$ cat src/design/rcr_pkg.sv
// Package of constants, types and helpers for the regulator control register bank
//
// Overview of operation
// - Reg1 sleep behaviour 00 selects image voltage, 01 disables output; 10/11 reserved.
// - Reg1 sleep trigger 00 uses register bit, 01..11 use low-power pins one..three.
// - Reg1 image code: 0.9V+50mV steps low half, 1.8V+100mV high half; default 1_1100.
// - State machine reset restores every regulator field to its fixed default.
// - Reg2 float bit clear discharges the disabled output; set leaves it floating.
// - With all four regulators disabled the Reg2 output is discharged regardless of float.
// - Reg2 voltage code uses the same encoding and applies only in regulator mode.
// - Reg2 fault always interrupts; action 00 none, 01 regulator off, 10/11 system off.
// - Reg2 startup slot: 0000 never, 0001..1110 slots 1..14, 1111 on entering ACTIVE.
// - Reg2 shutdown slot: 0001..1110 slots 1..14; 0000 and 1111 on entering OFF.
package rcr_pkg;

  localparam int ADDR_W = 10;
  localparam int DATA_W = 32;
  localparam int REG_W = 16;

  // Register indices; byte address is four times the index
  localparam logic [7:0] IDX_REG1_LOW_POWER = 8'hca;
  localparam logic [7:0] IDX_REG2_CONTROL = 8'hcb;
  localparam logic [7:0] IDX_REG2_TIMEOUTS = 8'hcc;
  localparam logic [7:0] IDX_CTRL = 8'hd0;
  localparam logic [7:0] IDX_STATE = 8'hd1;
  localparam logic [7:0] IDX_IRQ_STATUS = 8'hd2;
  localparam logic [7:0] IDX_IRQ_MASK = 8'hd3;

  // Field positions
  localparam int BEHAV_LSB = 12;
  localparam int TRIG_LSB = 8;
  localparam int SWITCH_BIT = 14;
  localparam int FLOAT_BIT = 10;
  localparam int ACTION_LSB = 14;
  localparam int START_LSB = 10;
  localparam int STOP_LSB = 6;
  localparam int CTRL_SLEEP_BIT = 0;

  // Writable bits of each register
  localparam logic [15:0] REG1_LP_MASK = 16'h331f;
  localparam logic [15:0] REG2_CTRL_MASK = 16'h441f;
  localparam logic [15:0] REG2_TO_MASK = 16'hffc0;
  localparam logic [15:0] CTRL_MASK = 16'h0001;

  // Defaults fixed by the device variant
  localparam logic [15:0] REG1_LP_DEFAULT = 16'h001c;
  localparam logic [15:0] REG2_CTRL_DEFAULT = 16'h001b;
  localparam logic [15:0] REG2_TO_DEFAULT = 16'h0000;

  localparam logic [1:0] BEHAV_IMAGE = 2'h0;
  localparam logic [1:0] BEHAV_OFF = 2'h1;
  localparam logic [1:0] TRIG_REG_BIT = 2'h0;
  localparam logic [1:0] TRIG_PIN_ONE = 2'h1;
  localparam logic [1:0] TRIG_PIN_TWO = 2'h2;
  localparam logic [1:0] ACT_NONE = 2'h0;
  localparam logic [1:0] ACT_REG_OFF = 2'h1;
  localparam logic [3:0] SLOT_NEVER = 4'h0;
  localparam logic [3:0] SLOT_STATE = 4'hf;

  // Interrupt bits
  localparam int IRQ_W = 3;
  localparam int IRQ_FAULT = 0;
  localparam int IRQ_UP = 1;
  localparam int IRQ_DOWN = 2;

  localparam logic [1:0] RESP_OKAY = 2'h0;
  localparam logic [1:0] RESP_SLVERR = 2'h2;

  // Voltage encoding in millivolts
  localparam int MV_LOW_BASE = 900;
  localparam int MV_LOW_STEP = 50;
  localparam int MV_HIGH_BASE = 1800;
  localparam int MV_HIGH_STEP = 100;

  typedef struct packed {
    logic sleep_active;
    logic disable_out;
    logic [4:0] code;
    logic [11:0] millivolt;
  } rcr_reg1_out_t;

  typedef struct packed {
    logic enable;
    logic discharge;
    logic switch_mode;
    logic [4:0] code;
    logic [11:0] millivolt;
  } rcr_reg2_out_t;

  typedef struct packed {
    logic strobe;
    logic [3:0] number;
    logic shutdown;
  } rcr_slot_t;

  function automatic logic [11:0] code_to_mv(input logic [4:0] code);
    int mv;
    mv = code[4] ? MV_HIGH_BASE + MV_HIGH_STEP * int'(code[3:0])
                 : MV_LOW_BASE + MV_LOW_STEP * int'(code[3:0]);
    return mv[11:0];
  endfunction

  // Byte-lane merge of a write into a 16-bit register
  function automatic logic [15:0] merge(input logic [15:0] old, input logic [31:0] data,
                                        input logic [3:0] strb, input logic [15:0] mask);
    logic [15:0] res;
    res = old;
    if (strb[0])
    begin
      res[7:0] = data[7:0];
    end
    if (strb[1])
    begin
      res[15:8] = data[15:8];
    end
    return res & mask;
  endfunction

endpackage

$ cat src/design/rcr_regulator_ctrl_regs.sv
// Regulator control register bank with AXI4-Lite slave, sequencing and fault handling
//
// Our own choice: the AXI4-Lite interface to the registers.
`timescale 1ns/1ps
module rcr_regulator_ctrl_regs
(
  // Clock and reset
  input wire logic CLK,
  input wire logic RST_N,
  // AXI4-Lite write address and data
  input wire logic S_AXI_AWVALID,
  output logic S_AXI_AWREADY,
  input wire logic [rcr_pkg::ADDR_W-1:0] S_AXI_AWADDR,
  input wire logic [2:0] S_AXI_AWPROT,
  input wire logic S_AXI_WVALID,
  output logic S_AXI_WREADY,
  input wire logic [rcr_pkg::DATA_W-1:0] S_AXI_WDATA,
  input wire logic [3:0] S_AXI_WSTRB,
  // AXI4-Lite write response
  output logic S_AXI_BVALID,
  input wire logic S_AXI_BREADY,
  output logic [1:0] S_AXI_BRESP,
  // AXI4-Lite read
  input wire logic S_AXI_ARVALID,
  output logic S_AXI_ARREADY,
  input wire logic [rcr_pkg::ADDR_W-1:0] S_AXI_ARADDR,
  input wire logic [2:0] S_AXI_ARPROT,
  output logic S_AXI_RVALID,
  input wire logic S_AXI_RREADY,
  output logic [rcr_pkg::DATA_W-1:0] S_AXI_RDATA,
  output logic [1:0] S_AXI_RRESP,
  // Power state machine
  input wire logic SM_RESET,
  input wire rcr_pkg::rcr_slot_t SLOT,
  input wire logic ENTER_ACTIVE,
  input wire logic ENTER_OFF,
  output logic SYS_SHUTDOWN_REQ,
  // Pins from outside the clock domain
  input wire logic LOW_POWER_PIN_ONE,
  input wire logic LOW_POWER_PIN_TWO,
  input wire logic LOW_POWER_PIN_THREE,
  input wire logic REG2_FAULT,
  // Other regulators
  input wire logic [4:0] REG1_NORMAL_CODE,
  input wire logic REG1_ON,
  input wire logic REG3_ON,
  input wire logic REG4_ON,
  // Regulator controls and interrupt
  output rcr_pkg::rcr_reg1_out_t REG1_OUT,
  output rcr_pkg::rcr_reg2_out_t REG2_OUT,
  output logic IRQ
);
  import rcr_pkg::*;

  // ----------------------------------------------------------------
  // Register storage
  // ----------------------------------------------------------------
  logic [15:0] reg1_low_power_r;
  logic [15:0] reg2_control_r;
  logic [15:0] reg2_timeouts_r;
  logic [15:0] ctrl_r;
  logic [IRQ_W-1:0] irq_status_r;
  logic [IRQ_W-1:0] irq_mask_r;
  logic [IRQ_W-1:0] irq_set;
  logic [IRQ_W-1:0] irq_clr;

  logic [1:0] reg1_sleep_behaviour;
  logic [1:0] reg1_sleep_trigger_sel;
  logic [4:0] reg1_image_voltage;
  logic reg2_switch_mode;
  logic reg2_output_float;
  logic [4:0] reg2_voltage_code;
  logic [1:0] reg2_fault_action;
  logic [3:0] reg2_startup_slot;
  logic [3:0] reg2_shutdown_slot;

  assign reg1_sleep_behaviour = reg1_low_power_r[BEHAV_LSB +: 2];
  assign reg1_sleep_trigger_sel = reg1_low_power_r[TRIG_LSB +: 2];
  assign reg1_image_voltage = reg1_low_power_r[4:0];
  assign reg2_switch_mode = reg2_control_r[SWITCH_BIT];
  assign reg2_output_float = reg2_control_r[FLOAT_BIT];
  assign reg2_voltage_code = reg2_control_r[4:0];
  assign reg2_fault_action = reg2_timeouts_r[ACTION_LSB +: 2];
  assign reg2_startup_slot = reg2_timeouts_r[START_LSB +: 4];
  assign reg2_shutdown_slot = reg2_timeouts_r[STOP_LSB +: 4];

  // ----------------------------------------------------------------
  // Pin synchronisers
  // ----------------------------------------------------------------
  logic [3:0] pin_s1_r;
  logic [3:0] pin_s2_r;
  logic [3:0] pin_s3_r;
  logic [3:0] pin_flt_r;
  logic fault_rise;

  always_ff @(posedge CLK or negedge RST_N)
  begin
    if (!RST_N)
    begin
      pin_s1_r <= 4'h0;
      pin_s2_r <= 4'h0;
      pin_s3_r <= 4'h0;
      pin_flt_r <= 4'h0;
    end
    else
    begin
      pin_s1_r <= {REG2_FAULT, LOW_POWER_PIN_THREE, LOW_POWER_PIN_TWO, LOW_POWER_PIN_ONE};
      pin_s2_r <= pin_s1_r;
      pin_s3_r <= pin_s2_r;
      if (pin_s2_r == pin_s3_r)
      begin
        pin_flt_r <= pin_s3_r;
      end
    end
  end

  // Filtered fault level rises once the second and third stages agree high
  assign fault_rise = (pin_s2_r[3] == pin_s3_r[3]) && pin_s3_r[3] && !pin_flt_r[3];

  // ----------------------------------------------------------------
  // AXI4-Lite write channel
  // ----------------------------------------------------------------
  logic aw_got_r;
  logic w_got_r;
  logic [ADDR_W-1:0] aw_addr_r;
  logic [31:0] w_data_r;
  logic [3:0] w_strb_r;
  logic do_write;
  logic [7:0] wr_idx;
  logic wr_hit;

  assign do_write = aw_got_r && w_got_r && !S_AXI_BVALID;
  assign wr_idx = aw_addr_r[ADDR_W-1:2];
  assign wr_hit = (wr_idx == IDX_REG1_LOW_POWER) || (wr_idx == IDX_REG2_CONTROL) ||
                  (wr_idx == IDX_REG2_TIMEOUTS) || (wr_idx == IDX_CTRL) ||
                  (wr_idx == IDX_STATE) || (wr_idx == IDX_IRQ_STATUS) || (wr_idx == IDX_IRQ_MASK);

  always_ff @(posedge CLK or negedge RST_N)
  begin
    if (!RST_N)
    begin
      aw_got_r <= 1'b0;
      aw_addr_r <= '0;
      S_AXI_AWREADY <= 1'b1;
    end
    else if (S_AXI_AWVALID && S_AXI_AWREADY)
    begin
      aw_got_r <= 1'b1;
      aw_addr_r <= S_AXI_AWADDR;
      S_AXI_AWREADY <= 1'b0;
    end
    else if (S_AXI_BVALID && S_AXI_BREADY)
    begin
      aw_got_r <= 1'b0;
      S_AXI_AWREADY <= 1'b1;
    end
  end

  always_ff @(posedge CLK or negedge RST_N)
  begin
    if (!RST_N)
    begin
      w_got_r <= 1'b0;
      w_data_r <= '0;
      w_strb_r <= 4'h0;
      S_AXI_WREADY <= 1'b1;
    end
    else if (S_AXI_WVALID && S_AXI_WREADY)
    begin
      w_got_r <= 1'b1;
      w_data_r <= S_AXI_WDATA;
      w_strb_r <= S_AXI_WSTRB;
      S_AXI_WREADY <= 1'b0;
    end
    else if (S_AXI_BVALID && S_AXI_BREADY)
    begin
      w_got_r <= 1'b0;
      S_AXI_WREADY <= 1'b1;
    end
  end

  always_ff @(posedge CLK or negedge RST_N)
  begin
    if (!RST_N)
    begin
      S_AXI_BVALID <= 1'b0;
      S_AXI_BRESP <= RESP_OKAY;
    end
    else if (do_write)
    begin
      S_AXI_BVALID <= 1'b1;
      S_AXI_BRESP <= wr_hit ? RESP_OKAY : RESP_SLVERR;
    end
    else if (S_AXI_BREADY)
    begin
      S_AXI_BVALID <= 1'b0;
    end
  end

  // ----------------------------------------------------------------
  // Configuration registers
  // ----------------------------------------------------------------
  always_ff @(posedge CLK or negedge RST_N)
  begin
    if (!RST_N)
    begin
      reg1_low_power_r <= REG1_LP_DEFAULT;
      reg2_control_r <= REG2_CTRL_DEFAULT;
      reg2_timeouts_r <= REG2_TO_DEFAULT;
    end
    else if (SM_RESET)
    begin
      reg1_low_power_r <= REG1_LP_DEFAULT;
      reg2_control_r <= REG2_CTRL_DEFAULT;
      reg2_timeouts_r <= REG2_TO_DEFAULT;
    end
    else if (do_write)
    begin
      if (wr_idx == IDX_REG1_LOW_POWER)
      begin
        reg1_low_power_r <= merge(reg1_low_power_r, w_data_r, w_strb_r, REG1_LP_MASK);
      end
      if (wr_idx == IDX_REG2_CONTROL)
      begin
        reg2_control_r <= merge(reg2_control_r, w_data_r, w_strb_r, REG2_CTRL_MASK);
      end
      if (wr_idx == IDX_REG2_TIMEOUTS)
      begin
        reg2_timeouts_r <= merge(reg2_timeouts_r, w_data_r, w_strb_r, REG2_TO_MASK);
      end
    end
  end

  always_ff @(posedge CLK or negedge RST_N)
  begin
    if (!RST_N)
    begin
      ctrl_r <= 16'h0000;
      irq_mask_r <= '0;
    end
    else if (do_write)
    begin
      if (wr_idx == IDX_CTRL)
      begin
        ctrl_r <= merge(ctrl_r, w_data_r, w_strb_r, CTRL_MASK);
      end
      if (wr_idx == IDX_IRQ_MASK && w_strb_r[0])
      begin
        irq_mask_r <= w_data_r[IRQ_W-1:0];
      end
    end
  end

  // ----------------------------------------------------------------
  // Sleep selection for regulator 1
  // ----------------------------------------------------------------
  logic sleep_sel;

  always_comb
  begin
    unique case (reg1_sleep_trigger_sel)
      TRIG_REG_BIT: sleep_sel = ctrl_r[CTRL_SLEEP_BIT];
      TRIG_PIN_ONE: sleep_sel = pin_flt_r[0];
      TRIG_PIN_TWO: sleep_sel = pin_flt_r[1];
      default: sleep_sel = pin_flt_r[2];
    endcase
  end

  always_ff @(posedge CLK or negedge RST_N)
  begin
    if (!RST_N)
    begin
      REG1_OUT <= '0;
    end
    else
    begin
      REG1_OUT.sleep_active <= sleep_sel;
      REG1_OUT.disable_out <= sleep_sel && (reg1_sleep_behaviour == BEHAV_OFF);
      if (sleep_sel && reg1_sleep_behaviour == BEHAV_IMAGE)
      begin
        REG1_OUT.code <= reg1_image_voltage;
        REG1_OUT.millivolt <= code_to_mv(reg1_image_voltage);
      end
      else
      begin
        REG1_OUT.code <= REG1_NORMAL_CODE;
        REG1_OUT.millivolt <= code_to_mv(REG1_NORMAL_CODE);
      end
    end
  end

  // ----------------------------------------------------------------
  // Regulator 2 sequencing and fault action
  // ----------------------------------------------------------------
  logic start_now;
  logic stop_now;
  logic slot_up;
  logic slot_down;
  logic all_off;

  assign slot_up = SLOT.strobe && !SLOT.shutdown;
  assign slot_down = SLOT.strobe && SLOT.shutdown;
  assign start_now = (slot_up && reg2_startup_slot != SLOT_NEVER && reg2_startup_slot != SLOT_STATE &&
                      SLOT.number == reg2_startup_slot) ||
                     (ENTER_ACTIVE && reg2_startup_slot == SLOT_STATE);
  assign stop_now = (slot_down && reg2_shutdown_slot != SLOT_NEVER && reg2_shutdown_slot != SLOT_STATE &&
                     SLOT.number == reg2_shutdown_slot) ||
                    (ENTER_OFF && (reg2_shutdown_slot == SLOT_NEVER ||
                                   reg2_shutdown_slot == SLOT_STATE));
  assign all_off = !REG2_OUT.enable && !REG1_ON && !REG3_ON && !REG4_ON;

  always_ff @(posedge CLK or negedge RST_N)
  begin
    if (!RST_N)
    begin
      REG2_OUT.enable <= 1'b0;
    end
    else if (SM_RESET)
    begin
      REG2_OUT.enable <= 1'b0;
    end
    else if (fault_rise && reg2_fault_action == ACT_REG_OFF)
    begin
      REG2_OUT.enable <= 1'b0;
    end
    else if (stop_now)
    begin
      REG2_OUT.enable <= 1'b0;
    end
    else if (start_now)
    begin
      REG2_OUT.enable <= 1'b1;
    end
  end

  always_ff @(posedge CLK or negedge RST_N)
  begin
    if (!RST_N)
    begin
      REG2_OUT.discharge <= 1'b1;
      REG2_OUT.switch_mode <= 1'b0;
      REG2_OUT.code <= '0;
      REG2_OUT.millivolt <= '0;
    end
    else
    begin
      REG2_OUT.discharge <= !REG2_OUT.enable && (!reg2_output_float || all_off);
      REG2_OUT.switch_mode <= reg2_switch_mode;
      REG2_OUT.code <= reg2_voltage_code;
      REG2_OUT.millivolt <= reg2_switch_mode ? 12'h000 : code_to_mv(reg2_voltage_code);
    end
  end

  always_ff @(posedge CLK or negedge RST_N)
  begin
    if (!RST_N)
    begin
      SYS_SHUTDOWN_REQ <= 1'b0;
    end
    else
    begin
      SYS_SHUTDOWN_REQ <= fault_rise && reg2_fault_action[1];
    end
  end

  // ----------------------------------------------------------------
  // Interrupts
  // ----------------------------------------------------------------
  assign irq_set[IRQ_FAULT] = fault_rise;
  assign irq_set[IRQ_UP] = start_now && !REG2_OUT.enable && !SM_RESET;
  assign irq_set[IRQ_DOWN] = stop_now && REG2_OUT.enable;
  assign irq_clr = (do_write && wr_idx == IDX_IRQ_STATUS && w_strb_r[0]) ? w_data_r[IRQ_W-1:0] : '0;

  always_ff @(posedge CLK or negedge RST_N)
  begin
    if (!RST_N)
    begin
      irq_status_r <= '0;
      IRQ <= 1'b0;
    end
    else
    begin
      irq_status_r <= (irq_status_r & ~irq_clr) | irq_set;
      IRQ <= |(((irq_status_r & ~irq_clr) | irq_set) & irq_mask_r);
    end
  end

  // ----------------------------------------------------------------
  // AXI4-Lite read channel
  // ----------------------------------------------------------------
  logic [7:0] rd_idx;
  logic [31:0] rd_data;
  logic rd_hit;

  assign rd_idx = S_AXI_ARADDR[ADDR_W-1:2];

  always_comb
  begin
    rd_data = '0;
    rd_hit = 1'b1;
    unique case (rd_idx)
      IDX_REG1_LOW_POWER: rd_data[15:0] = reg1_low_power_r;
      IDX_REG2_CONTROL: rd_data[15:0] = reg2_control_r;
      IDX_REG2_TIMEOUTS: rd_data[15:0] = reg2_timeouts_r;
      IDX_CTRL: rd_data[15:0] = ctrl_r;
      IDX_STATE: rd_data[4:0] = {REG2_OUT.discharge, REG2_OUT.enable, REG1_OUT.disable_out,
                                 REG1_OUT.sleep_active, pin_flt_r[3]};
      IDX_IRQ_STATUS: rd_data[IRQ_W-1:0] = irq_status_r;
      IDX_IRQ_MASK: rd_data[IRQ_W-1:0] = irq_mask_r;
      default: rd_hit = 1'b0;
    endcase
  end

  always_ff @(posedge CLK or negedge RST_N)
  begin
    if (!RST_N)
    begin
      S_AXI_ARREADY <= 1'b1;
      S_AXI_RVALID <= 1'b0;
      S_AXI_RDATA <= '0;
      S_AXI_RRESP <= RESP_OKAY;
    end
    else if (S_AXI_ARVALID && S_AXI_ARREADY)
    begin
      S_AXI_ARREADY <= 1'b0;
      S_AXI_RVALID <= 1'b1;
      S_AXI_RDATA <= rd_data;
      S_AXI_RRESP <= rd_hit ? RESP_OKAY : RESP_SLVERR;
    end
    else if (S_AXI_RVALID && S_AXI_RREADY)
    begin
      S_AXI_RVALID <= 1'b0;
      S_AXI_ARREADY <= 1'b1;
    end
  end

endmodule

$ cat config.mk
export PLATFORM = sky130hd
export DESIGN_NAME = rcr_regulator_ctrl_regs
export DESIGN_NICKNAME = d
export VERILOG_FILES = /design/src/design/rcr_pkg.sv /design/src/design/rcr_regulator_ctrl_regs.sv
export SDC_FILE = /design/constraint.sdc
export NUM_CORES = 1
export LEC_CHECK = 0
export BUFFER_PORTS_ARGS = -buffer_cell sky130_fd_sc_hd__buf_2
export CAP_MARGIN = 20
export CORE_MARGIN = 2
export CORE_UTILIZATION = 40
export DETAILED_ROUTE_END_ITERATION = 10
export PLACE_DENSITY_LB_ADDON = 0.12
export SLEW_MARGIN = 10
export SYNTH_ARGS = -nofsm -noshare
export SYNTH_HDL_FRONTEND = slang
export SYNTH_SLANG_ARGS = --single-unit
$ cat constraint.sdc
create_clock -name CLK -period 3.8 [get_ports CLK]
set_input_delay 0.19 -clock CLK [delete_from_list [all_inputs] [get_ports CLK]]
set_output_delay 0.19 -clock CLK [all_outputs]
set_load 0.02 [all_outputs]
After elaboration in Yosys (flattened, before gate mapping) --
Index checks and enable logic that the tools add are counted. Widths: inputs -> output; s select.
Operators by class: reductions and logical operators 81, add/subtract/negate cells 6, bitwise gates (word level) 4, eq/ne operators 26, multiplexer cells 44, multiply operators 6
Operator list (number):
- $mux 16 | 9
- $eq 8x8->1 const B | 14
- $mul 5x4->9 const A | 6
- $mux 12 | 4
- $add 11x11->12 const A | 3
- $add 10x10->11 const A | 3
- $logic_and 1x1->1 | 33
- $pmux 11 s3 | 1
- $pmux 3 s7 | 1
- $reduce_and 3->1 | 7
- $reduce_bool 2->1 | 10
- $mux 1 | 17
- $mux 17 | 1
- $mux 8 | 2
- $eq 4x4->1 | 3
- $reduce_bool 4->1 | 3
- $logic_or 1x1->1 | 10
- $mux 5 | 2
- $logic_not 1->1 | 9
- $eq 4x4->1 const B | 2
- $ne 4x4->1 const B | 2
- $pmux 2 s4 | 1
- $reduce_and 2->1 | 4
- $mux 7 | 1
- other kinds (14) | 19
Storage, ports and cells: bits of input ports 90, output and inout bits 82, word-level logic and storage cells 207, register bits after elaboration 167

Depth between registers and ports, before layout --
Gate-level depths: netlist (run 1).
depth in word-level cells 11, mapped depth 10, mapped depth without buffers 10

Least setup slack after synthesis (run 1) --
OpenSTA, ideal clock, no wires.
path kind reg2reg, start register reg2_control_r[1], end register REG2_OUT[10] (netlist bit), cell stages (with the launch flop) 10, arrival 2.371 ns, path buffers 0, period minus slack after synthesis 2.465 ns, data required time 3.706 ns, path slack 1.335 ns, setup time 0.094 ns, path through dfstp_2 ha_1 ha_1 inv_1 fa_1 nor2b_1 or3_1 a2111oi_0 nor3_1 a211oi_1
On the way: word-level cells in the longest chain between the ends 4, elaborated cells between the ends (all ways) 6, those cells by class add/sub (2); mul (2); mux (2)
RTL lines:
- start: declaration | RTL line rcr_regulator_ctrl_regs.sv:59 | logic [15:0] reg2_control_r;
- start signal: assignment | RTL line rcr_regulator_ctrl_regs.sv:225 | reg2_control_r <= merge(reg2_control_r, w_data_r, w_strb_r, REG2_CTRL_MASK);
- $mul 5x4->9 | RTL line rcr_pkg.sv:98, rcr_pkg.sv:99
- $add 11x11->12 or $add 10x10->11 (tied branches) | RTL line rcr_pkg.sv:98, rcr_pkg.sv:99
- $mux 12 * | RTL line rcr_pkg.sv:98 | mv = code[4] ? MV_HIGH_BASE + MV_HIGH_STEP * int'(code[3:0])
- $mux 12 * | RTL line rcr_regulator_ctrl_regs.sv:350 | REG2_OUT.millivolt <= reg2_switch_mode ? 12'h000 : code_to_mv(reg2_voltage_code);
- end: declaration | RTL line rcr_regulator_ctrl_regs.sv:50 | output rcr_pkg::rcr_reg2_out_t REG2_OUT,
Mark *: on every way between the ends. The rest lies on a longest branch, timed or not. A chain may end at the register's enable or synchronous reset.

Worst setup path in the final report (run 1) --
start register reg2_control_r[1], end register REG2_OUT[9] (netlist bit)
The elaborated chain is that of the path after synthesis.

==> results of run 1 <==
-- cell families after synthesis --
family | synth area share (%)
DFF | 49.10
muxes | 9.495
buffers and inverters | 4.908
AOI/OAI and AO/OA | 12.14
adders and majority gates | 5.854
xor gates and xnor gates | 3.944
and+or+nand+nor | 14.51
other | 0.05349
-- layout make-up --
type	count	area, sq um
clock buffer	25	505.5
sequential	137	3442
multi-input combinational	458	3299
clock inverter	7	90.09
inverter	22	82.58
timing repair buffer	154	949.7
tap	225	281.5
fill	1591	8586
-- stage by stage --
stage | worst slack, ps | area (sq um)
final | 990.6 | 8651
after floorplan | 1335 | 7086
after global routing | 762.5 | 8651
after detailed placement | 1023 | 7747
after CTS | 992.7 | 8593
after global placement | 1124 | 7740
-- cells in the mapped netlist, types with 9 or more instances --
cell	count
nand3_1	17
o21ai_0	34
xnor2_1	10
ha_1	28
a21oi_1	24
nor2_1	31
o21ai_1	9
dfstp_2	11
mux2i_1	17
nand2_1	67
a22oi_1	10
nand2b_1	12
xor2_1	19
inv_1	21
clkbuf_1	15
dfrtp_1	126
mux2_2	40
buf_4	24
-- per-layer routing --
layer	share of wire (%)	track usage, %
met5	0	0
met4	1.5	5.729
met3	3.7	4.474
met2	51	30.71
met1	44	22.74
-- repair_timing --
| item | in CTS | in global routing |
|---|---|---|
| setup buffers | 0 | 0 |
| gates resized for setup | 0 | 0 |
| endpoints found under the hold margin | 61 | 3 |
| hold buffers | 25 | 3 |
-- how the worst max path moves through the flow --
| stage | from | endpoint | slack, ps | cells past startpoint |
|---|---|---|---|---|
| floorplan | reg2_control_r[1]$_DFFE_PN1P_ | REG2_OUT[10]$_DFF_PN0_ | 1340 | 9 |
| global placement | reg1_low_power_r[1]$_DFFE_PN0P_ | REG1_OUT[10]$_DFF_PN0_ | 1120 | 8 |
| detailed placement | reg2_control_r[1]$_DFFE_PN1P_ | REG2_OUT[9]$_DFF_PN0_ | 1020 | 9 |
| CTS | reg2_control_r[1]$_DFFE_PN1P_ | REG2_OUT[9]$_DFF_PN0_ | 990 | 9 |
| global route | reg2_control_r[1]$_DFFE_PN1P_ | REG2_OUT[10]$_DFF_PN0_ | 760 | 9 |
| finish | reg2_control_r[1]$_DFFE_PN1P_ | REG2_OUT[9]$_DFF_PN0_ | 990 | 9 |
-- registers in the layout, summed over array words and instances (netlist names), 2 cells and up --
name and cells:
REG2_OUT 19, REG1_OUT 18, S_AXI_RDATA 15, w_data_r 15, reg2_timeouts_r 10, reg1_low_power_r 9
aw_addr_r 8, reg2_control_r 7, pin_flt_r 4, pin_s1_r 4, pin_s2_r 4, pin_s3_r 4
irq_mask_r 3, irq_status_r 3, w_strb_r 2
-- power groups by stage --
stage          combinational (mW)  clock (mW)  sequential [mW]
4_1_cts                     0.860        1.68             1.97
2_1_floorplan               0.556           0             1.99
3_3_place_gp                0.816           0             1.97
3_5_place_dp                0.836           0             1.99
5_1_grt                     0.946        1.76             2.00
6_report                    0.856        1.64             1.97
==> impl_metrics.py, run 1 <==
metrics = {
    "outcome": {
        "status": "complete, no violations",
    },
    "route": {
        "ant_nets": 0,
        "routedWlPerCell_um": 15.68,
        "vias": 5261,
        "viasPerCell": 5.118,
        "dr.pass1.iters": 4,
        "drc": 0,
        "totalWireLength_um": 16110,
        "drtIter0Drc": 261,
    },
    "worst_hold_path": {
        "hold_path_depth": 2,
        "hold_class": "in2reg",
        "hold_end": "aw_addr_r[9]$_DFFE_PN0P_",
        "holdCritStartpoint": "S_AXI_AWADDR[9]",
    },
    "setup_path": {
        "path_cells": "ha_1 -> ha_1 -> inv_1 -> fa_1 -> nor2b_1 -> or3_1 -> a2111oi_0 -> o21ai_0 -> a21oi_1",
        "slowest_stage": "dfstp_2",
        "crit_type": "reg2reg",
        "crit_buf_inv": 1,
        "crit_path_max_incr_delay_ps": 630,
        "reg2reg_depth": 9,
        "critPathCaptureType": "flop",
        "reg2reg_slack_ps": 990,
        "cp.required_ps": 4130,
        "path_delay_family": "compound AO/OA/AOI/OAI gates",
        "crit-reg2reg-launch": "reg2_control_r[1]$_DFFE_PN1P_",
        "setup.worst_path.start_class": "flop",
        "critPathArrivalTime_ps": 3140,
        "worstReg2RegEnd": "REG2_OUT[9]$_DFF_PN0_",
        "worstPathMaxFanout": 9,
        "cp_common_cell": "ha_1",
    },
    "global_route": {
        "antenna_found_initial": 0,
        "grt_pass1_wl_um": 25910,
        "grt_usage_pct": 18.11,
        "grt_pass1_vias": 5170,
        "grt_max_degree": 115,
        "overflow": 0,
    },
    "power": {
        "p_comb_share_pct": 19.2,
        "seq_power_share_pct": 44.1,
        "leakage_nw": 4.027,
        "switching_share_pct": 28.43,
        "power_frac_clock_pct": 36.7,
        "irDropWorstVdd_v": 0.0003534,
        "switching_power_mw": 1.268,
        "power_density_nw_per_um2": 515.8,
        "power_mw": 4.462,
        "internal_power_mw": 3.194,
    },
    "final_layout": {
        "final_nets": 911,
        "insertedDiodeCount": 0,
        "area_delta_synth_final_pct": 23.40,
        "drive_above_1_share_pct": 27.27,
        "final_cell_mix": "126 x dfrtp_1, 120 x buf_2, 67 x nand2_1",
        "stdcell_count": 1028,
        "utilization_pct": 50.19,
        "layout_commonest_cell": "dfrtp_1",
    },
    "floorplan": {
        "num_rows": 48,
        "top_level_ports": 172,
        "die_y_um": 136.4,
        "fp.dieW_um": 136.4,
        "initial_core_util_pct": 40.67,
        "dieArea_sq_um": 18600,
        "coreArea_sq_um": 17240,
    },
    "clock_tree": {
        "cts_root_buffer": "clkbuf_16",
        "htree_levels": 4,
        "clockBufferDepth": 2,
        "clk_pin_slew_ps": 60,
        "cts_buffers": 17,
        "cts_tree": "yes",
        "clock_latency_ps": 420,
        "cts_sinks": 137,
    },
    "sta": {
        "fin_worst_skew_ps": 22.22,
        "slew_headroom_pct": 31.17,
        "rsz0062_at_grt": "false",
        "drv_slew": 0,
        "fin_crit_ps": 2809,
        "finalCritPeriodShare_pct": 73.93,
        "fmax_ghz": 0.3559,
        "fin_setup_tns_ps": 0,
        "tightestPinTransition_ps": 1032,
        "holdWs_ps": 7.347,
        "setup_violations": 0,
        "finalHoldViolCount": 0,
    },
    "logic_synthesis": {
        "ys_ff_latch": 137,
        "synth_enable_flop_cells": 0,
        "synthCells": 641,
        "yosysSeqAreaShare_pct": 49.10,
        "synth_area_leaders": "dfrtp_1 45%, mux2_2 6.4%, ha_1 5.0%",
        "netlist.area_leader.share_pct": 44.98,
        "yosys.area.top_type": "dfrtp_1",
        "synth_ff_type": "dfrtp_1",
        "yosys_warnings": 0,
        "synth_area_sq_um": 7010,
        "syn_area_per_cell_sq_um": 10.94,
        "async_reset_ff_share_pct": 100.0,
        "synthDistinctLibCells": 71,
    },
    "placement": {
        "place_inst": 967,
        "dp_hpwl_um": 11940,
        "port_buffers": 121,
        "gp_congestion": 0.8448,
    },
    "job": {
        "max_cap_violations": 0,
    },
}
No activity file was read; power rests on OpenSTA's default activity.
==> inputs of run 2 (changes only) <==
--- a/config.mk
+++ b/config.mk
@@ -5,6 +5,7 @@
 export SDC_FILE = /design/constraint.sdc
 export NUM_CORES = 1
 export LEC_CHECK = 0
+export ABC_AREA = 1
 export BUFFER_PORTS_ARGS = -buffer_cell sky130_fd_sc_hd__buf_2
 export CAP_MARGIN = 20
 export CORE_MARGIN = 2
==> constraint.sdc (replaced) <==
create_clock -name CLK -period 2.5 [get_ports CLK]
set_input_delay 0.125 -clock CLK [delete_from_list [all_inputs] [get_ports CLK]]
set_output_delay 0.125 -clock CLK [all_outputs]
set_load 0.02 [all_outputs]
==> impl_metrics.py, run 2 <==
metrics = {
    "clock_tree": {
        "cts_buffers": 17,
        "clockBufferDepth": 2,
        "cts_tree": "yes",
        "ctsHoldBuffers": 34,
        "clock_latency_ps": 420,
        "clk_pin_slew_ps": 60,
        "cts_setup_buffers": 0,
        "ctsResizeCount": 0,
        "cts_root_buffer": "clkbuf_16",
        "htree_levels": 4,
        "cts_sinks": 137,
    },
    "final_layout": {
        "layout_commonest_cell": "nand2_1",
        "fillers": 1718,
        "largest_reg_flops": 19,
        "area_delta_synth_final_pct": 24.72,
        "insertedDiodeCount": 0,
        "final_nets": 1120,
        "drive_above_1_share_pct": 22.04,
        "final_cell_mix": "206 x nand2_1, 126 x dfrtp_1, 120 x buf_2",
        "largestRegisters": "REG2_OUT (19), REG1_OUT (18)",
        "multi_input_area_sq_um": 3118,
        "max_flop_register": "REG2_OUT",
        "ff_latch_area_sq_um": 3442,
        "stdcell_count": 1237,
    },
    "floorplan": {
        "die_y_um": 137.3,
        "initial_core_util_pct": 40.97,
        "coreArea_sq_um": 17360,
        "top_level_ports": 172,
        "fp.dieW_um": 137.3,
        "dieArea_sq_um": 18860,
        "num_rows": 48,
    },
    "setup_path": {
        "setup.worst_path.start_class": "flop",
        "reg2reg_depth": 13,
        "slowest_stage": "dfstp_2",
        "critPathArrivalTime_ps": 2640,
        "cp.required_ps": 2800,
        "path_cells": "inv_1 -> ha_1 -> inv_1 -> ha_1 -> ha_1 -> nand3_1 -> nand2_1 -> xnor2_1 -> nand3_1 -> nand2_1 -> nand2_1 -> inv_1 -> nand3_1",
        "crit_buf_inv": 3,
        "crit_type": "reg2reg",
        "worstPathMaxFanout": 5,
        "crit-reg2reg-launch": "reg1_low_power_r[2]$_DFFE_PN1P_",
        "critPathCaptureType": "flop",
        "path_delay_family": "adder cells",
        "crit_path_max_incr_delay_ps": 570,
        "reg2reg_slack_ps": 160,
        "worstReg2RegEnd": "REG1_OUT[10]$_DFF_PN0_",
    },
    "logic_synthesis": {
        "syn_area_per_cell_sq_um": 8.536,
        "netlist.area_leader.share_pct": 44.34,
        "synth_most_common_cell": "nand2_1",
        "async_reset_ff_share_pct": 100.0,
        "yosys.area.top_type": "dfrtp_1",
        "ys_ff_latch": 137,
        "synth_area_sq_um": 7111,
        "synth_area_leaders": "dfrtp_1 44%, nand2_1 11%, ha_1 4.9%",
        "yosys_warnings": 0,
        "yosysSeqAreaShare_pct": 48.41,
        "synth_enable_flop_cells": 0,
        "synthTopCellsByCount": "206 x nand2_1, 126 x dfrtp_1, 90 x inv_1",
        "synthDistinctLibCells": 49,
        "synthCells": 833,
        "synth_ff_type": "dfrtp_1",
    },
    "placement": {
        "port_buffers": 121,
        "dp_hpwl_um": 12690,
        "gp_congestion": 0.8135,
        "post-place-ws_ps": 172.9,
        "place_inst": 1171,
    },
    "sta": {
        "fin_crit_ps": 2336,
        "drv_slew": 0,
        "fmax_ghz": 0.4282,
        "rsz0062_at_grt": "false",
        "fin_setup_tns_ps": 0,
        "fin_worst_skew_ps": 6.399,
        "tightestPinTransition_ps": 539.1,
        "finalHoldViolCount": 0,
        "finalCritPeriodShare_pct": 93.42,
        "worst_slack_ps": 164.4,
        "setup_violations": 0,
        "slew_headroom_pct": 63.97,
    },
    "worst_hold_path": {
        "hold_path_depth": 4,
        "holdCritStartpoint": "REG3_ON",
        "hold_class": "in2reg",
        "hold_end": "REG2_OUT[18]$_DFF_PN1_",
    },
    "global_route": {
        "overflow": 0,
        "antenna_found_initial": 0,
        "grt_usage_pct": 19.03,
        "grt_max_degree": 59,
        "grt_pass1_vias": 5683,
        "grt_pass1_wl_um": 27480,
    },
    "route": {
        "totalWireLength_um": 16650,
        "ant_nets": 0,
        "drc": 0,
        "drtIter0Drc": 281,
        "viasPerCell": 4.698,
        "vias": 5811,
        "dr.pass1.iters": 4,
        "routedWlPerCell_um": 13.46,
    },
    "power": {
        "irDropWorstVdd_v": 0.0005165,
        "power_density_nw_per_um2": 816.3,
        "power_mw": 7.240,
        "leakage_nw": 4.603,
    },
    "outcome": {
        "status": "complete, no violations",
    },
    "job": {
        "max_cap_violations": 0,
    },
}
## run 2: changes by cell type after synthesis, moves of 16 or more
cell | before | now
o21ai_1 | 9 | 26
mux2_2 | 40 | 6
nand2_1 | 67 | 206
inv_1 | 21 | 90
nor2_1 | 31 | 81
inv_2 | 0 | 16
nand3_1 | 17 | 50
mux2i_1 | 17 | 0
o22ai_1 | 2 | 18
## run 2: per-layer routing
layer	share of wire (%)	vias up	routed length, um	global-route usage, %
met5	0	-	0	0
met4	0.89	0	148	6.357
met3	4.4	12	732	4.010
met2	50	122	8347	32.53
met1	45	2697	7416	23.97
li1	-	2980	-	-
## run 2: stage by stage
| step | instance area [sq um] | hold WS [ps] | util, % |
|---|---|---|---|
| floorplan | 7186 | -170.6 | - |
| global placement | 7916 | 135.9 | 45.61 |
| detailed placement | 7916 | 137.7 | 45.61 |
| CTS | 8869 | 3.344 | 51.10 |
| global route | 8869 | 4.799 | 51.10 |
| finish | 8869 | 5.216 | 51.10 |
## run 2: how the worst max path moves through the flow
stage	from	end	slack [ps]	cells past startpoint
floorplan	reg1_low_power_r[2]$_DFFE_PN1P_	REG1_OUT[11]$_DFF_PN0_	350	10
global placement	reg1_low_power_r[2]$_DFFE_PN1P_	REG1_OUT[10]$_DFF_PN0_	180	13
detailed placement	reg1_low_power_r[2]$_DFFE_PN1P_	REG1_OUT[10]$_DFF_PN0_	170	13
CTS	reg1_low_power_r[2]$_DFFE_PN1P_	REG1_OUT[10]$_DFF_PN0_	150	13
global route	reg1_low_power_r[2]$_DFFE_PN1P_	REG1_OUT[10]$_DFF_PN0_	20	13
finish	reg1_low_power_r[2]$_DFFE_PN1P_	REG1_OUT[10]$_DFF_PN0_	160	13
## run 2: worst reg2reg max path: cells and delay by family (launching register included)
family | cells | cell delay (ps)
adders and majority gates | 3 | 760
DFF | 1 | 570
buffers and inverters | 3 | 160
and+or+nand+nor | 6 | 480
xor gates and xnor gates | 1 | 240
## run 2: cells by family after synthesis
family	synth area share [%]
AO/OA/AOI/OAI	9.168
XOR/XNOR	2.710
adder cells (fa/ha/maj)	5.772
buffers and inverters	8.798
flip-flops	48.41
multiplexers	0.9501
other	0.05274
AND/OR/NAND/NOR	24.14
## run 2: layout make-up
cell class / instances / share of cell area [%]
multi-input combinational: 575 / 35.16
tap: 225 / 3.174
inverter: 108 / 4.656
clock inverter: 8 / 1.354
sequential: 137 / 38.81
clock buffer: 24 / 5.545
timing repair buffer: 160 / 11.30
## run 2: power by group
group / internal, mW / switching [mW]
sequential: 2.66 / 0.297
clock: 1.67 / 0.916
combinational: 0.578 / 1.12
total: 4.91 / 2.33
==> inputs of run 3 (changes only) <==
--- a/config.mk
+++ b/config.mk
@@ -5,7 +5,6 @@
 export SDC_FILE = /design/constraint.sdc
 export NUM_CORES = 1
 export LEC_CHECK = 0
-export ABC_AREA = 1
 export BUFFER_PORTS_ARGS = -buffer_cell sky130_fd_sc_hd__buf_2
 export CAP_MARGIN = 20
 export CORE_MARGIN = 2
==> impl_metrics.py, run 3 (synthesized netlist as in run 1, its figures left out) <==
metrics = {
    "power": {
        "power_mw": 6.959,
        "power_density_nw_per_um2": 755.5,
        "irDropWorstVdd_v": 0.0004987,
        "leakage_nw": 4.225,
    },
    "route": {
        "totalWireLength_um": 17140,
        "drtIter0Drc": 277,
        "routedWlPerCell_um": 16.09,
        "ant_nets": 0,
        "dr.pass1.iters": 5,
        "drc": 0,
        "viasPerCell": 5.116,
        "vias": 5449,
    },
    "clock_tree": {
        "clock_latency_ps": 420,
        "clk_pin_slew_ps": 60,
        "cts_root_buffer": "clkbuf_16",
        "clockBufferDepth": 2,
        "cts_tree": "yes",
        "cts_sinks": 137,
        "htree_levels": 4,
        "cts_buffers": 17,
    },
    "setup_path": {
        "setup.worst_path.start_class": "flop",
        "reg2reg_depth": 10,
        "critPathCaptureType": "flop",
        "crit_buf_inv": 2,
        "slowest_stage": "dfstp_2",
        "critPathArrivalTime_ps": 2720,
        "path_depth": 10,
        "worstPathMaxFanout": 3,
        "path_cells": "ha_4 -> ha_4 -> inv_2 -> fa_2 -> buf_6 -> xor2_4 -> o31ai_4 -> o311a_1 -> o21ai_1 -> a21oi_1",
        "cp_common_cell": "ha_4",
        "path_delay_family": "compound AO/OA/AOI/OAI gates",
        "cp.required_ps": 2780,
        "crit_path_max_incr_delay_ps": 580,
        "crit_type": "reg2reg",
    },
    "placement": {
        "dp_hpwl_um": 12550,
        "gp_congestion": 0.8698,
        "port_buffers": 121,
    },
    "final_layout": {
        "max_flop_register": "REG2_OUT",
        "largestRegisters": "REG2_OUT (19), REG1_OUT (18)",
        "final_cell_mix": "124 x dfrtp_1, 120 x buf_2, 67 x nand2_1",
        "layout_commonest_cell": "dfrtp_1",
        "final_nets": 948,
        "insertedDiodeCount": 0,
        "largest_reg_flops": 19,
        "area_delta_synth_final_pct": 31.38,
        "ff_latch_area_sq_um": 3445,
        "drive_above_1_share_pct": 33.33,
        "fillers": 1537,
        "multi_input_area_sq_um": 3538,
    },
    "sta": {
        "finalHoldViolCount": 0,
        "fin_worst_skew_ps": 5.423,
        "fmax_ghz": 0.4099,
        "rsz0062_at_grt": "true",
        "fin_setup_tns_ps": 0,
        "setup_violations": 0,
        "fin_crit_ps": 2440,
        "drv_slew": 0,
        "tightestPinTransition_ps": 787.1,
        "slew_headroom_pct": 46.17,
        "finalCritPeriodShare_pct": 97.59,
    },
    "floorplan": {
        "dieArea_sq_um": 18600,
        "fp.dieW_um": 136.4,
        "die_y_um": 136.4,
        "num_rows": 48,
        "coreArea_sq_um": 17240,
        "top_level_ports": 172,
        "initial_core_util_pct": 40.67,
    },
    "outcome": {
        "status": "complete, no violations",
    },
    "global_route": {
        "overflow": 0,
        "grt_usage_pct": 19.03,
        "grt_pass1_wl_um": 27170,
        "antenna_found_initial": 0,
        "grt_max_degree": 72,
        "grt_pass1_vias": 5502,
    },
    "worst_hold_path": {
        "hold_path_depth": 3,
        "hold_class": "in2reg",
    },
    "job": {
        "max_cap_violations": 0,
    },
}
run 3: power breakdown:
part | internal, mW | switching, mW | leakage, nW
Combinational | 0.668 | 0.680 | 2.26
Clock | 1.59 | 1.03 | 0.301
Sequential | 2.62 | 0.372 | 1.67
Total | 4.88 | 2.08 | 4.22
run 3: final timing paths:
kind,from,end,slack (ps)
min in group asynchronous,RST_N,REG2_OUT[13]$_DFF_PN0_,210
max in group asynchronous,RST_N,REG2_OUT[11]$_DFF_PN0_,1550
min reg2reg,pin_s1_r[3]$_DFF_PN0_,pin_s2_r[3]$_DFF_PN0_,350
max,reg2_control_r[0]$_DFFE_PN1P_,REG2_OUT[9]$_DFF_PN0_,60
min,REG4_ON,REG2_OUT[18]$_DFF_PN1_,5
max reg2reg,reg2_control_r[0]$_DFFE_PN1P_,REG2_OUT[9]$_DFF_PN0_,60
run 3: timing repair:
action	CTS	global route
hold endpoints to repair	79	1
hold buffers	37	1
setup buffers	0	3
endpoints found under the setup margin	5	9
pin swaps	1	12
gates cloned	0	0
resized for setup	11	34
run 3: area by class of cell:
type	instances	area share [%]
Sequential cell	137	37.40
Inverter	22	0.8966
Timing Repair Buffer	191	13.56
Clock inverter	15	2.051
Multi-Input combinational cell	458	38.42
Clock buffer	17	4.619
Tap cell	225	3.057
run 3: per-stage QoR:
| stage | setup WS (ps) | cells | area, sq um | hold slack (ps) | utilization [%] |
|---|---|---|---|---|---|
| 4_1_cts | -23.36 | 1061 | 8979 | 6.576 | 52.09 |
| 3_5_place_dp | -107.8 | 992 | 7948 | 95.11 | 46.11 |
| 6_report | 60.33 | 1065 | 9210 | 5.113 | 53.43 |
| 5_1_grt | -47.51 | 1065 | 9210 | 0.6726 | 53.43 |
| 2_1_floorplan | 35.35 | 661 | 7086 | -170.6 | - |
| 3_3_place_gp | -27.37 | 992 | 7948 | 93.36 | 46.11 |
run 3: worst register-to-register path, cell delays in order (launching register included):
cell and delay [ps]:
dfstp_2 580, ha_4 150, ha_4 130, inv_2 30
fa_2 360, buf_6 140, xor2_4 180, o31ai_4 120
o311a_1 400, o21ai_1 130, a21oi_1 70
run 3: layer usage:
layer	wire length, um	global-route usage, %
met5	0	0
met3	580	3.617
met4	240	6.944
met2	8972	33.33
met1	7343	23.30
